===== src/rtl/fci_pkg.sv =====
package fci_pkg;
   localparam int ADDR_W = 20;
   localparam int DATA_W = 8;

   // Clock and bus timing
   localparam int CLK_PERIOD_PS = 5000;
   localparam int T_SETUP_NS    = 10;
   localparam int T_PULSE_NS    = 40;
   localparam int T_HOLD_NS     = 10;
   localparam int T_GAP_NS      = 30;
   localparam int T_ACC_NS      = 80;
   localparam logic [4:0] CYC_SETUP = 5'((T_SETUP_NS * 1000 + CLK_PERIOD_PS - 1) / CLK_PERIOD_PS);
   localparam logic [4:0] CYC_PULSE = 5'((T_PULSE_NS * 1000 + CLK_PERIOD_PS - 1) / CLK_PERIOD_PS);
   localparam logic [4:0] CYC_HOLD  = 5'((T_HOLD_NS * 1000 + CLK_PERIOD_PS - 1) / CLK_PERIOD_PS);
   localparam logic [4:0] CYC_GAP   = 5'((T_GAP_NS * 1000 + CLK_PERIOD_PS - 1) / CLK_PERIOD_PS);
   localparam logic [4:0] CYC_ACC   = 5'((T_ACC_NS * 1000 + CLK_PERIOD_PS - 1) / CLK_PERIOD_PS);

   // Register offsets
   localparam logic [7:0] REG_CTRL   = 8'h00;
   localparam logic [7:0] REG_ADDR   = 8'h04;
   localparam logic [7:0] REG_DATA   = 8'h08;
   localparam logic [7:0] REG_STATUS = 8'h0c;

   // Control fields
   localparam int CTRL_INSTR_LSB = 0;
   localparam int CTRL_GO_BIT    = 3;
   localparam int CTRL_CETIM_BIT = 4;
   localparam int CTRL_RSTLO_BIT = 5;
   localparam int CTRL_HVA9_BIT  = 6;
   localparam int CTRL_HVRST_BIT = 7;
   localparam logic [7:0]  CTRL_RST = 8'h00;
   localparam logic [19:0] ADDR_RST = 20'h00000;
   localparam logic [7:0]  DATA_RST = 8'h00;

   // Status fields
   localparam int ST_BUSY_BIT   = 0;
   localparam int ST_DONE_BIT   = 1;
   localparam int ST_REJECT_BIT = 2;
   localparam int ST_RB_BIT     = 3;
   localparam int ST_TOGGLE_BIT = 4;
   localparam int ST_RD_LSB     = 8;

   // Flash status bits on the data bus
   localparam int POLL_BIT             = 7;
   localparam int TOGGLE_BIT_PRIMARY   = 6;
   localparam int ERROR_BIT            = 5;
   localparam int ERASE_TIMER_BIT      = 3;
   localparam int TOGGLE_BIT_SECONDARY = 2;

   // Write cycles per instruction
   localparam logic [2:0] WR_CYC_BASIC = 3'h3;
   localparam logic [2:0] WR_CYC_PROG  = 3'h4;
   localparam logic [2:0] WR_CYC_ERASE = 3'h6;

   typedef enum logic [2:0] {
      INS_READ, INS_RDARRAY, INS_AUTOSEL, INS_PROG,
      INS_BERASE, INS_CERASE, INS_SUSPEND, INS_RESUME
   } fci_instr_t;
endpackage


===== src/rtl/fci_ctl_if.sv =====
`timescale 1ns/1ps
interface fci_ctl_if;
   import fci_pkg::*;
   logic             startPulse;
   fci_instr_t       instr;
   logic [19:0]      opAddr;
   logic [7:0]       opData;
   logic             ceTimed;
   logic             rstLow;
   logic             hvA9;
   logic             hvRst;
   logic             busy;
   logic             donePulse;
   logic             rejectPulse;
   logic             rbLevel;
   logic             toggleSeen;
   logic [7:0]       rdData;

   modport regs (output startPulse, instr, opAddr, opData, ceTimed, rstLow, hvA9, hvRst,
                 input  busy, donePulse, rejectPulse, rbLevel, toggleSeen, rdData);
   modport seq  (input  startPulse, instr, opAddr, opData, ceTimed, rstLow, hvA9, hvRst,
                 output busy, donePulse, rejectPulse, rbLevel, toggleSeen, rdData);
endinterface


===== src/rtl/fci_apb_regs.sv =====
`timescale 1ns/1ps
module fci_apb_regs
   import fci_pkg::*;
(
   input  wire logic        sys_clk,
   input  wire logic        rst,
   input  wire logic        psel,
   input  wire logic        penable,
   input  wire logic        pwrite,
   input  wire logic [7:0]  paddr,
   input  wire logic [31:0] pwdata,
   output logic [31:0]      prdata,
   output logic             pready,
   output logic             pslverr,
   fci_ctl_if.regs          ctl
);
   import fci_pkg::*;

   logic [7:0]  ctrl_r;
   logic [19:0] addr_r;
   logic [7:0]  data_r;
   logic        done_r;
   logic        reject_r;
   logic [31:0] prdata_r;

   wire selCtrl   = (paddr == REG_CTRL);
   wire selAddr   = (paddr == REG_ADDR);
   wire selData   = (paddr == REG_DATA);
   wire selStatus = (paddr == REG_STATUS);
   wire mapped    = selCtrl | selAddr | selData | selStatus;
   wire wrEn      = psel & penable & pwrite & mapped;
   wire setupRd   = psel & ~penable & ~pwrite;

   wire [31:0] statusWord = {16'h0000, ctl.rdData, 3'h0, ctl.toggleSeen, ctl.rbLevel,
                             reject_r, done_r, ctl.busy};
   wire [31:0] rdMux = selCtrl   ? {24'h000000, ctrl_r} :
                       selAddr   ? {12'h000, addr_r} :
                       selData   ? {24'h000000, data_r} :
                       selStatus ? statusWord : 32'h00000000;

   assign pready  = 1'b1;
   assign pslverr = psel & penable & ~mapped;
   assign prdata  = prdata_r;

   assign ctl.startPulse = wrEn & selCtrl & pwdata[CTRL_GO_BIT];
   assign ctl.instr      = fci_instr_t'(pwdata[CTRL_INSTR_LSB +: 3]);
   assign ctl.opAddr     = addr_r;
   assign ctl.opData     = data_r;
   assign ctl.ceTimed    = ctrl_r[CTRL_CETIM_BIT];
   assign ctl.rstLow     = ctrl_r[CTRL_RSTLO_BIT];
   assign ctl.hvA9       = ctrl_r[CTRL_HVA9_BIT];
   assign ctl.hvRst      = ctrl_r[CTRL_HVRST_BIT];

   wire clrDone   = wrEn & selStatus & pwdata[ST_DONE_BIT];
   wire clrReject = wrEn & selStatus & pwdata[ST_REJECT_BIT];

   always_ff @(posedge sys_clk or posedge rst) begin
      if (rst) begin
         ctrl_r   <= CTRL_RST;
         addr_r   <= ADDR_RST;
         data_r   <= DATA_RST;
         done_r   <= 1'b0;
         reject_r <= 1'b0;
         prdata_r <= 32'h00000000;
      end else begin
         if (wrEn & selCtrl) ctrl_r <= pwdata[7:0] & ~(8'h01 << CTRL_GO_BIT);
         if (wrEn & selAddr) addr_r <= pwdata[19:0];
         if (wrEn & selData) data_r <= pwdata[7:0];
         // Set wins over a clear in the same cycle
         done_r   <= ctl.donePulse | (done_r & ~clrDone);
         reject_r <= ctl.rejectPulse | (reject_r & ~clrReject);
         if (setupRd) prdata_r <= rdMux;
      end
   end
endmodule


===== src/rtl/fci_host.sv =====
// The APB register port and the placing of the registers were decided locally.
`timescale 1ns/1ps
module fci_host
   import fci_pkg::*;
#(
   parameter logic [19:0] UNLOCK_A1      = 20'h00001,
   parameter logic [19:0] UNLOCK_A2      = 20'h00002,
   parameter logic [7:0]  UNLOCK_D1      = 8'h11,
   parameter logic [7:0]  UNLOCK_D2      = 8'h22,
   parameter logic [7:0]  CMD_RDARRAY    = 8'h01,
   parameter logic [7:0]  CMD_AUTOSEL    = 8'h02,
   parameter logic [7:0]  CMD_PROG       = 8'h03,
   parameter logic [7:0]  CMD_ERASE      = 8'h04,
   parameter logic [7:0]  CMD_BLK_CONF   = 8'h05,
   parameter logic [7:0]  CMD_CHIP_CONF  = 8'h06,
   parameter logic [7:0]  CMD_SUSPEND    = 8'h07,
   parameter logic [7:0]  CMD_RESUME     = 8'h08
)(
   input  wire logic        sys_clk,
   input  wire logic        rst,
   input  wire logic        psel,
   input  wire logic        penable,
   input  wire logic        pwrite,
   input  wire logic [7:0]  paddr,
   input  wire logic [31:0] pwdata,
   output logic [31:0]      prdata,
   output logic             pready,
   output logic             pslverr,
   output logic [19:0]      addrIn,
   input  wire logic [7:0]  dataBusIn,
   output logic [7:0]       dataBusOut,
   output logic             dataBusOe,
   output logic             chipSelN,
   output logic             outEnN,
   output logic             writeStrobeN,
   output logic             hwResetUnprotectN,
   output logic             resetHvSelect,
   output logic             addrHvSelect,
   input  wire logic        readyBusyOd
);
   import fci_pkg::*;

   typedef enum logic [2:0] {S_IDLE, S_LOAD, S_SETUP, S_STROBE, S_HOLD, S_GAP, S_RDACC} fci_st_t;

   fci_ctl_if ctl ();

   fci_apb_regs u_regs (
      .sys_clk (sys_clk),
      .rst     (rst),
      .psel    (psel),
      .penable (penable),
      .pwrite  (pwrite),
      .paddr   (paddr),
      .pwdata  (pwdata),
      .prdata  (prdata),
      .pready  (pready),
      .pslverr (pslverr),
      .ctl     (ctl)
   );

   fci_st_t     st_r, stNxt;
   logic [4:0]  cnt_r, cntNxt;
   logic [2:0]  wrNum_r;
   fci_instr_t  instr_r;
   logic [19:0] opAddr_r;
   logic [7:0]  opData_r;
   logic        ceTimed_r;
   logic [7:0]  rdData_r;
   logic        toggle_r;
   logic        rstLow_r, hvA9_r, hvRst_r;

   wire isProg   = (instr_r == INS_PROG);
   wire isBErase = (instr_r == INS_BERASE);
   wire isErase  = isBErase | (instr_r == INS_CERASE);
   wire isRead   = (instr_r == INS_READ);
   wire [2:0] wrTotal = isProg ? WR_CYC_PROG : isErase ? WR_CYC_ERASE : WR_CYC_BASIC;

   // Instructions the flash refuses while busy
   wire needReady = (ctl.instr == INS_PROG) | (ctl.instr == INS_BERASE) |
                    (ctl.instr == INS_CERASE);
   wire accept    = ctl.startPulse & (st_r == S_IDLE) & ~(needReady & ~readyBusyOd);

   wire [7:0] cmdByte = (instr_r == INS_RDARRAY) ? CMD_RDARRAY :
                        (instr_r == INS_AUTOSEL) ? CMD_AUTOSEL :
                        isProg                   ? CMD_PROG :
                        isErase                  ? CMD_ERASE :
                        (instr_r == INS_SUSPEND) ? CMD_SUSPEND : CMD_RESUME;

   // Cycle contents by position
   wire [19:0] cycAddr = (wrNum_r == 3'h0) ? UNLOCK_A1 :
                         (wrNum_r == 3'h1) ? UNLOCK_A2 :
                         (wrNum_r == 3'h2) ? UNLOCK_A1 :
                         (wrNum_r == 3'h3) ? (isProg ? opAddr_r : UNLOCK_A1) :
                         (wrNum_r == 3'h4) ? UNLOCK_A2 :
                         (isBErase ? opAddr_r : UNLOCK_A1);
   wire [7:0] cycData  = (wrNum_r == 3'h0) ? UNLOCK_D1 :
                         (wrNum_r == 3'h1) ? UNLOCK_D2 :
                         (wrNum_r == 3'h2) ? cmdByte :
                         (wrNum_r == 3'h3) ? (isProg ? opData_r : UNLOCK_D1) :
                         (wrNum_r == 3'h4) ? UNLOCK_D2 :
                         (isBErase ? CMD_BLK_CONF : CMD_CHIP_CONF);

   wire phaseEnd = (cnt_r == 5'h00);
   wire lastGap  = (st_r == S_GAP) & phaseEnd & (isRead | (wrNum_r == wrTotal));

   always_comb begin
      stNxt  = st_r;
      cntNxt = phaseEnd ? 5'h00 : cnt_r - 5'h01;
      unique case (st_r)
         S_IDLE: if (accept) stNxt = S_LOAD;
         S_LOAD: begin
            stNxt  = isRead ? S_RDACC : S_SETUP;
            cntNxt = isRead ? CYC_ACC - 5'h01 : CYC_SETUP - 5'h01;
         end
         S_SETUP: if (phaseEnd) begin
            stNxt  = S_STROBE;
            cntNxt = CYC_PULSE - 5'h01;
         end
         S_STROBE: if (phaseEnd) begin
            stNxt  = S_HOLD;
            cntNxt = CYC_HOLD - 5'h01;
         end
         S_HOLD, S_RDACC: if (phaseEnd) begin
            stNxt  = S_GAP;
            cntNxt = CYC_GAP - 5'h01;
         end
         S_GAP: if (phaseEnd) begin
            stNxt  = lastGap ? S_IDLE : S_SETUP;
            cntNxt = lastGap ? 5'h00 : CYC_SETUP - 5'h01;
         end
      endcase
   end

   // Pin levels for the coming state
   wire nxtWrite = (stNxt == S_SETUP) | (stNxt == S_STROBE) | (stNxt == S_HOLD);
   wire nxtRead  = (stNxt == S_RDACC);
   wire ceNxtN   = ceTimed_r ? ~((stNxt == S_STROBE) | nxtRead) : ~(nxtWrite | nxtRead);
   wire weNxtN   = ceTimed_r ? ~nxtWrite : ~(stNxt == S_STROBE);
   wire oeNxtN   = ~nxtRead;
   wire doeNxt   = (stNxt == S_STROBE) | (stNxt == S_HOLD);
   wire loadPins = (st_r != S_SETUP) & (stNxt == S_SETUP);

   assign ctl.busy        = (st_r != S_IDLE);
   assign ctl.donePulse   = lastGap;
   assign ctl.rejectPulse = ctl.startPulse & ~accept;
   assign ctl.rbLevel     = readyBusyOd;
   assign ctl.toggleSeen  = toggle_r;
   assign ctl.rdData      = rdData_r;

   assign hwResetUnprotectN = ~rstLow_r;
   assign resetHvSelect     = hvRst_r;
   assign addrHvSelect      = hvA9_r;

   always_ff @(posedge sys_clk or posedge rst) begin
      if (rst) begin
         st_r <= S_IDLE;
         cnt_r <= 5'h00;
         wrNum_r <= 3'h0;
         instr_r <= INS_READ;
         opAddr_r <= 20'h00000;
         opData_r <= 8'h00;
         ceTimed_r <= 1'b0;
      end else begin
         st_r  <= stNxt;
         cnt_r <= cntNxt;
         if (accept) begin
            instr_r   <= ctl.instr;
            opAddr_r  <= ctl.opAddr;
            opData_r  <= ctl.opData;
            ceTimed_r <= ctl.ceTimed;
            wrNum_r   <= 3'h0;
         end else if (st_r == S_HOLD && phaseEnd) begin
            wrNum_r <= wrNum_r + 3'h1;
         end
      end
   end

   always_ff @(posedge sys_clk or posedge rst) begin
      if (rst) begin
         chipSelN <= 1'b1;
         writeStrobeN <= 1'b1;
         outEnN <= 1'b1;
         dataBusOe <= 1'b0;
         addrIn <= 20'h00000;
         dataBusOut <= 8'h00;
      end else begin
         chipSelN     <= ceNxtN;
         writeStrobeN <= weNxtN;
         outEnN       <= oeNxtN;
         dataBusOe    <= doeNxt;
         if (loadPins) begin
            addrIn     <= cycAddr;
            dataBusOut <= cycData;
         end else if (st_r == S_LOAD && isRead) begin
            addrIn <= opAddr_r;
         end
      end
   end

   always_ff @(posedge sys_clk or posedge rst) begin
      if (rst) begin
         rdData_r <= 8'h00;
         toggle_r <= 1'b0;
         rstLow_r <= 1'b0;
         hvA9_r <= 1'b0;
         hvRst_r <= 1'b0;
      end else begin
         rstLow_r <= ctl.rstLow;
         hvA9_r   <= ctl.hvA9;
         hvRst_r  <= ctl.hvRst;
         if (st_r == S_RDACC && phaseEnd) begin
            rdData_r <= dataBusIn;
            toggle_r <= rdData_r[TOGGLE_BIT_PRIMARY] ^ dataBusIn[TOGGLE_BIT_PRIMARY];
         end
      end
   end
endmodule


===== config.mk =====
export PLATFORM = sky130hd
export DESIGN_NAME = fci_host
export DESIGN_NICKNAME = d
export VERILOG_FILES = /design/src/rtl/fci_pkg.sv /design/src/rtl/fci_ctl_if.sv /design/src/rtl/fci_apb_regs.sv /design/src/rtl/fci_host.sv
export SDC_FILE = /design/constraint.sdc
export NUM_CORES = 1
export LEC_CHECK = 0
export ABC_AREA = 1
export BUFFER_PORTS_ARGS = -buffer_cell sky130_fd_sc_hd__buf_2
export CAP_MARGIN = 15
export CORE_MARGIN = 3
export CORE_UTILIZATION = 30
export CTS_BUF_LIST = sky130_fd_sc_hd__clkbuf_8
export DETAILED_ROUTE_END_ITERATION = 10
export PLACE_DENSITY = 0.47
export SLEW_MARGIN = 20
export SYNTH_ARGS = -nofsm -noshare
export SYNTH_HDL_FRONTEND = slang
export SYNTH_SLANG_ARGS = --single-unit

===== constraint.sdc =====
create_clock -name sys_clk -period 4.4 [get_ports sys_clk]
set_input_delay 0.44 -clock sys_clk [delete_from_list [all_inputs] [get_ports sys_clk]]
set_output_delay 0.44 -clock sys_clk [all_outputs]
set_load 0.01 [all_outputs]

==> impl_results.md <==
- Status: completed
- Final slew viol count: 0
- Cell family with the largest share of critical-path delay: buffers and inverters
- RSZ-0062 raised after global routing: no
- Port Buffers: 97
- Multi-input logic area: 2630 sq um
- Synthesis-to-layout area growth: 15.2%
- P_leak: 3.94 nW
- Total track usage: 15.7%
- Sequential area share after synthesis: 52.8%
- Met3 wire length: 687 um
- Unique masters post-synth: 43
- Clock H-tree levels: 4
- Clock Path Buffers: 2
- Fin cells: between 1k and 1.5k
- Sequential Area: 3610 sq um
- Reg2reg start: cnt_r[0]$_DFF_PP0_
- Post-synth EDFFs: 0
- Initial antenna violation count: 0
- DR vias/cell: 4.61
- CP arrival: just over 3 ns
- Max incr delay on CP: 0.61 ns
- Tmin final: between 2 and 3 ns
- Yosys reg bits: between 100 and 150
- Clock-pin transition on the worst setup and hold timing paths: around 0.08 ns
- F_max: 364 MHz
- Synth warn: 0
- Critical path depth in cells: 12
- CP startpoint kind: flip-flop
- Final Hold Vio Count: 0
- # fillers: between 2k and 2.5k
- Total CTS buffers: 17
- Pwr dens: 374 nW/um^2
- Critical Path Fanout Max: 38
- Die X-Extent: 157 um
- Reg2Reg Setup Slack: roughly 1.7 ns
- Top cells by area, synth: dfrtp_1 52%, nand2_1 9.6%, o21ai_0 5.8%
- Worst Hold Class: input port to asynchronous set/reset pin
- CTS tree: yes
- Ports: approximately 120
- Slowest cell on crit path: inv_1
- Nets: approximately 960
- Synth area leader: dfrtp_1
- Synth Flop Type: dfrtp_1
- GPL Wtd Cong: between 0.8 and 0.9
- Resized Gates After CTS: 0
- Clk_skew: about 0.014 ns
- CP Capture Type: flip-flop
- Worst reg2reg path depth: 12
- Data required, critical path: between 4 and 5 ns
- Uppermost layer routed: met4
- CP Buf/Inv Count: 3
- Mapped cell area: around 7000 sq um
- Most Frequent Cell on Critical Path: nand2_1
- Core area: 22100 sq um
- Post-synth top cells: 175 x nand2_1, 141 x dfrtp_1, 95 x inv_1
- Site row count: 54
- Met2 wire length: approximately 7900 um
- Critical R2R Capture: dataBusOut[4]$_DFFE_PP0N_
- Full die area: 24600 sq um
- WS Path Type: flip-flop to flip-flop
- Setup bufs post-CTS: 0
- Clk sinks: around 140
- Top-count cell post-synth: nand2_1
- First-pass GRT wire length: approximately 31000 um
- Max IR drop VDD: 152 uV
- DR WL/cell: between 15 and 20 um
- Total Wirelength: 18300 um
- Detailed Place HPWL: 12900 um
- Slew of the pin with the lowest slew margin: 0.982 ns
- ANT cells: 0
- Layout cells sized above 1: between 10% and 20%
- Routed Antenna Nets: 0
- Die Height: about 160 um
- Final setup vio count: 0
- DRC: 0
- Largest net degree at the start of global routing: ~80
- Syn avg cell area: 8.50 sq um
- Worst skew pair latency: 0.44 ns
- Total negative slack: 0 ns
- Ys async rst share: 100%
- Slew HR: about a third
- Remaining Overflow, GRT: 0
- Hold slack: about 0.13 ns
- Initial Util: 30.9%
- Pre-antenna DRT Iters: 4
- Final period util: 62.5%
- Clock root buffer: clkbuf_8
- Area share of the largest cell type after synthesis: roughly half
- Initial drt markers: 322
- Metal1 wirelength: 9570 um
- Sequence of cells on the critical path: inv_1 -> ha_1 -> nand3_2 -> nor3_1 -> nand3_1 -> nand2_1 -> nand2_1 -> inv_1 -> nand3_2 -> buf_4 -> nand2_1 -> o21ai_0
- Cell count after synthesis: 804
- Placed Cells incl. Taps: approximately 1.2k
- Vias in the first global route: roughly 5.6k
- Via count: approximately 5.5k
- Hold buffer count at CTS: 0
- Max-cap violations: 0
## worst max-delay path by stage
stage | slack (ns) | from | end
after floorplan | 0.1 | rst | addrHvSelect$_DFF_PP0_
after global placement | 1.48 | paddr[5] | addrIn[15]$_DFFE_PP0P_
after detailed placement | 1.47 | paddr[5] | addrIn[10]$_DFFE_PP0P_
after CTS | 1.63 | cnt_r[0]$_DFF_PP0_ | addrIn[1]$_DFFE_PP0P_
after global routing | 1.30 | cnt_r[0]$_DFF_PP0_ | addrIn[0]$_DFFE_PP0P_
final | 1.65 | cnt_r[0]$_DFF_PP0_ | dataBusOut[4]$_DFFE_PP0N_
## power by group
group	internal [mW]	switching, mW
combinational	0.182	0.260
sequential	1.44	0.0741
clock	0.460	0.527
## worst register-to-register path: cells and delay by family (launching register included)
family | cells | cell delay, ns
and+or+nand+nor | 7 | 0.97
adders and majority gates | 1 | 0.17
DFF | 1 | 0.39
buffers and inverters | 3 | 1.01
AOI/OAI and AO/OA | 1 | 0.08
## sequential cells by signal, summed over array words and instances (netlist names), 5 cells and up
register	flops
ctl.rdData	8
cnt_r	5
u_regs.ctrl_r	7
opAddr_r	20
addrIn	20
dataBusOut	8
u_regs.ctl.opData	8
opData_r	8
u_regs.ctl.opAddr	20
u_regs.prdata	20
## metal layers
metal,up-vias,global-route usage (%)
li1,2783,-
met1,2567,23.8
met2,104,22.7
met3,16,3.13
met4,0,4.25
met5,-,0
## cell type report
type,count,area share [%]
clock buffers,18,3.15
multi-input cells,528,33.4
well taps,280,4.45
flip-flops and latches,144,45.8
clock inverters,14,1.49
repair buffers,105,6.93
inverters,98,4.74
## metrics by stage
stage | total power, mW | worst slack, ns | util, % | instance area [sq um]
3_5_place_dp | 1.99 | 1.47 | 34.0 | 7510
6_report | 2.94 | 1.65 | 35.6 | 7870
4_1_cts | 2.99 | 1.63 | 35.6 | 7870
3_3_place_gp | 1.99 | 1.48 | 34.0 | 7510
5_1_grt | 3.13 | 1.30 | 35.6 | 7870
2_1_floorplan | 1.81 | 0.0987 | - | 6880
## cell families after synthesis
group           synth area share, %
other cells                   0.110
mux                            1.59
flops                          52.8
xor+xnor                      0.769
fa+ha+maj                      1.28
buf+inv                        9.32
simple gates                   22.8
compound gates                 11.3
## cell usage in the layout (no fill, tap or decap), types with 4 or more instances in the layout
| master | synthesis | final |
|---|---|---|
| nand3_1 | 66 | 66 |
| o21ai_0 | 79 | 79 |
| clkbuf_8 | 0 | 18 |
| xor2_1 | 4 | 4 |
| buf_4 | 16 | 8 |
| nor2_1 | 63 | 63 |
| buf_2 | 14 | 97 |
| inv_1 | 95 | 97 |
| nand4_1 | 22 | 22 |
| mux2_2 | 7 | 7 |
| conb_1 | 2 | 13 |
| inv_6 | 0 | 4 |
| nor3_1 | 7 | 7 |
| o211ai_1 | 5 | 5 |
| a22oi_1 | 5 | 5 |
| dfrtp_1 | 141 | 141 |
| nor2_2 | 9 | 9 |
| a21oi_1 | 27 | 27 |
| ha_1 | 7 | 7 |
| nand2_1 | 175 | 175 |
| a221oi_1 | 4 | 4 |
Power figures use the tool's default switching activity.
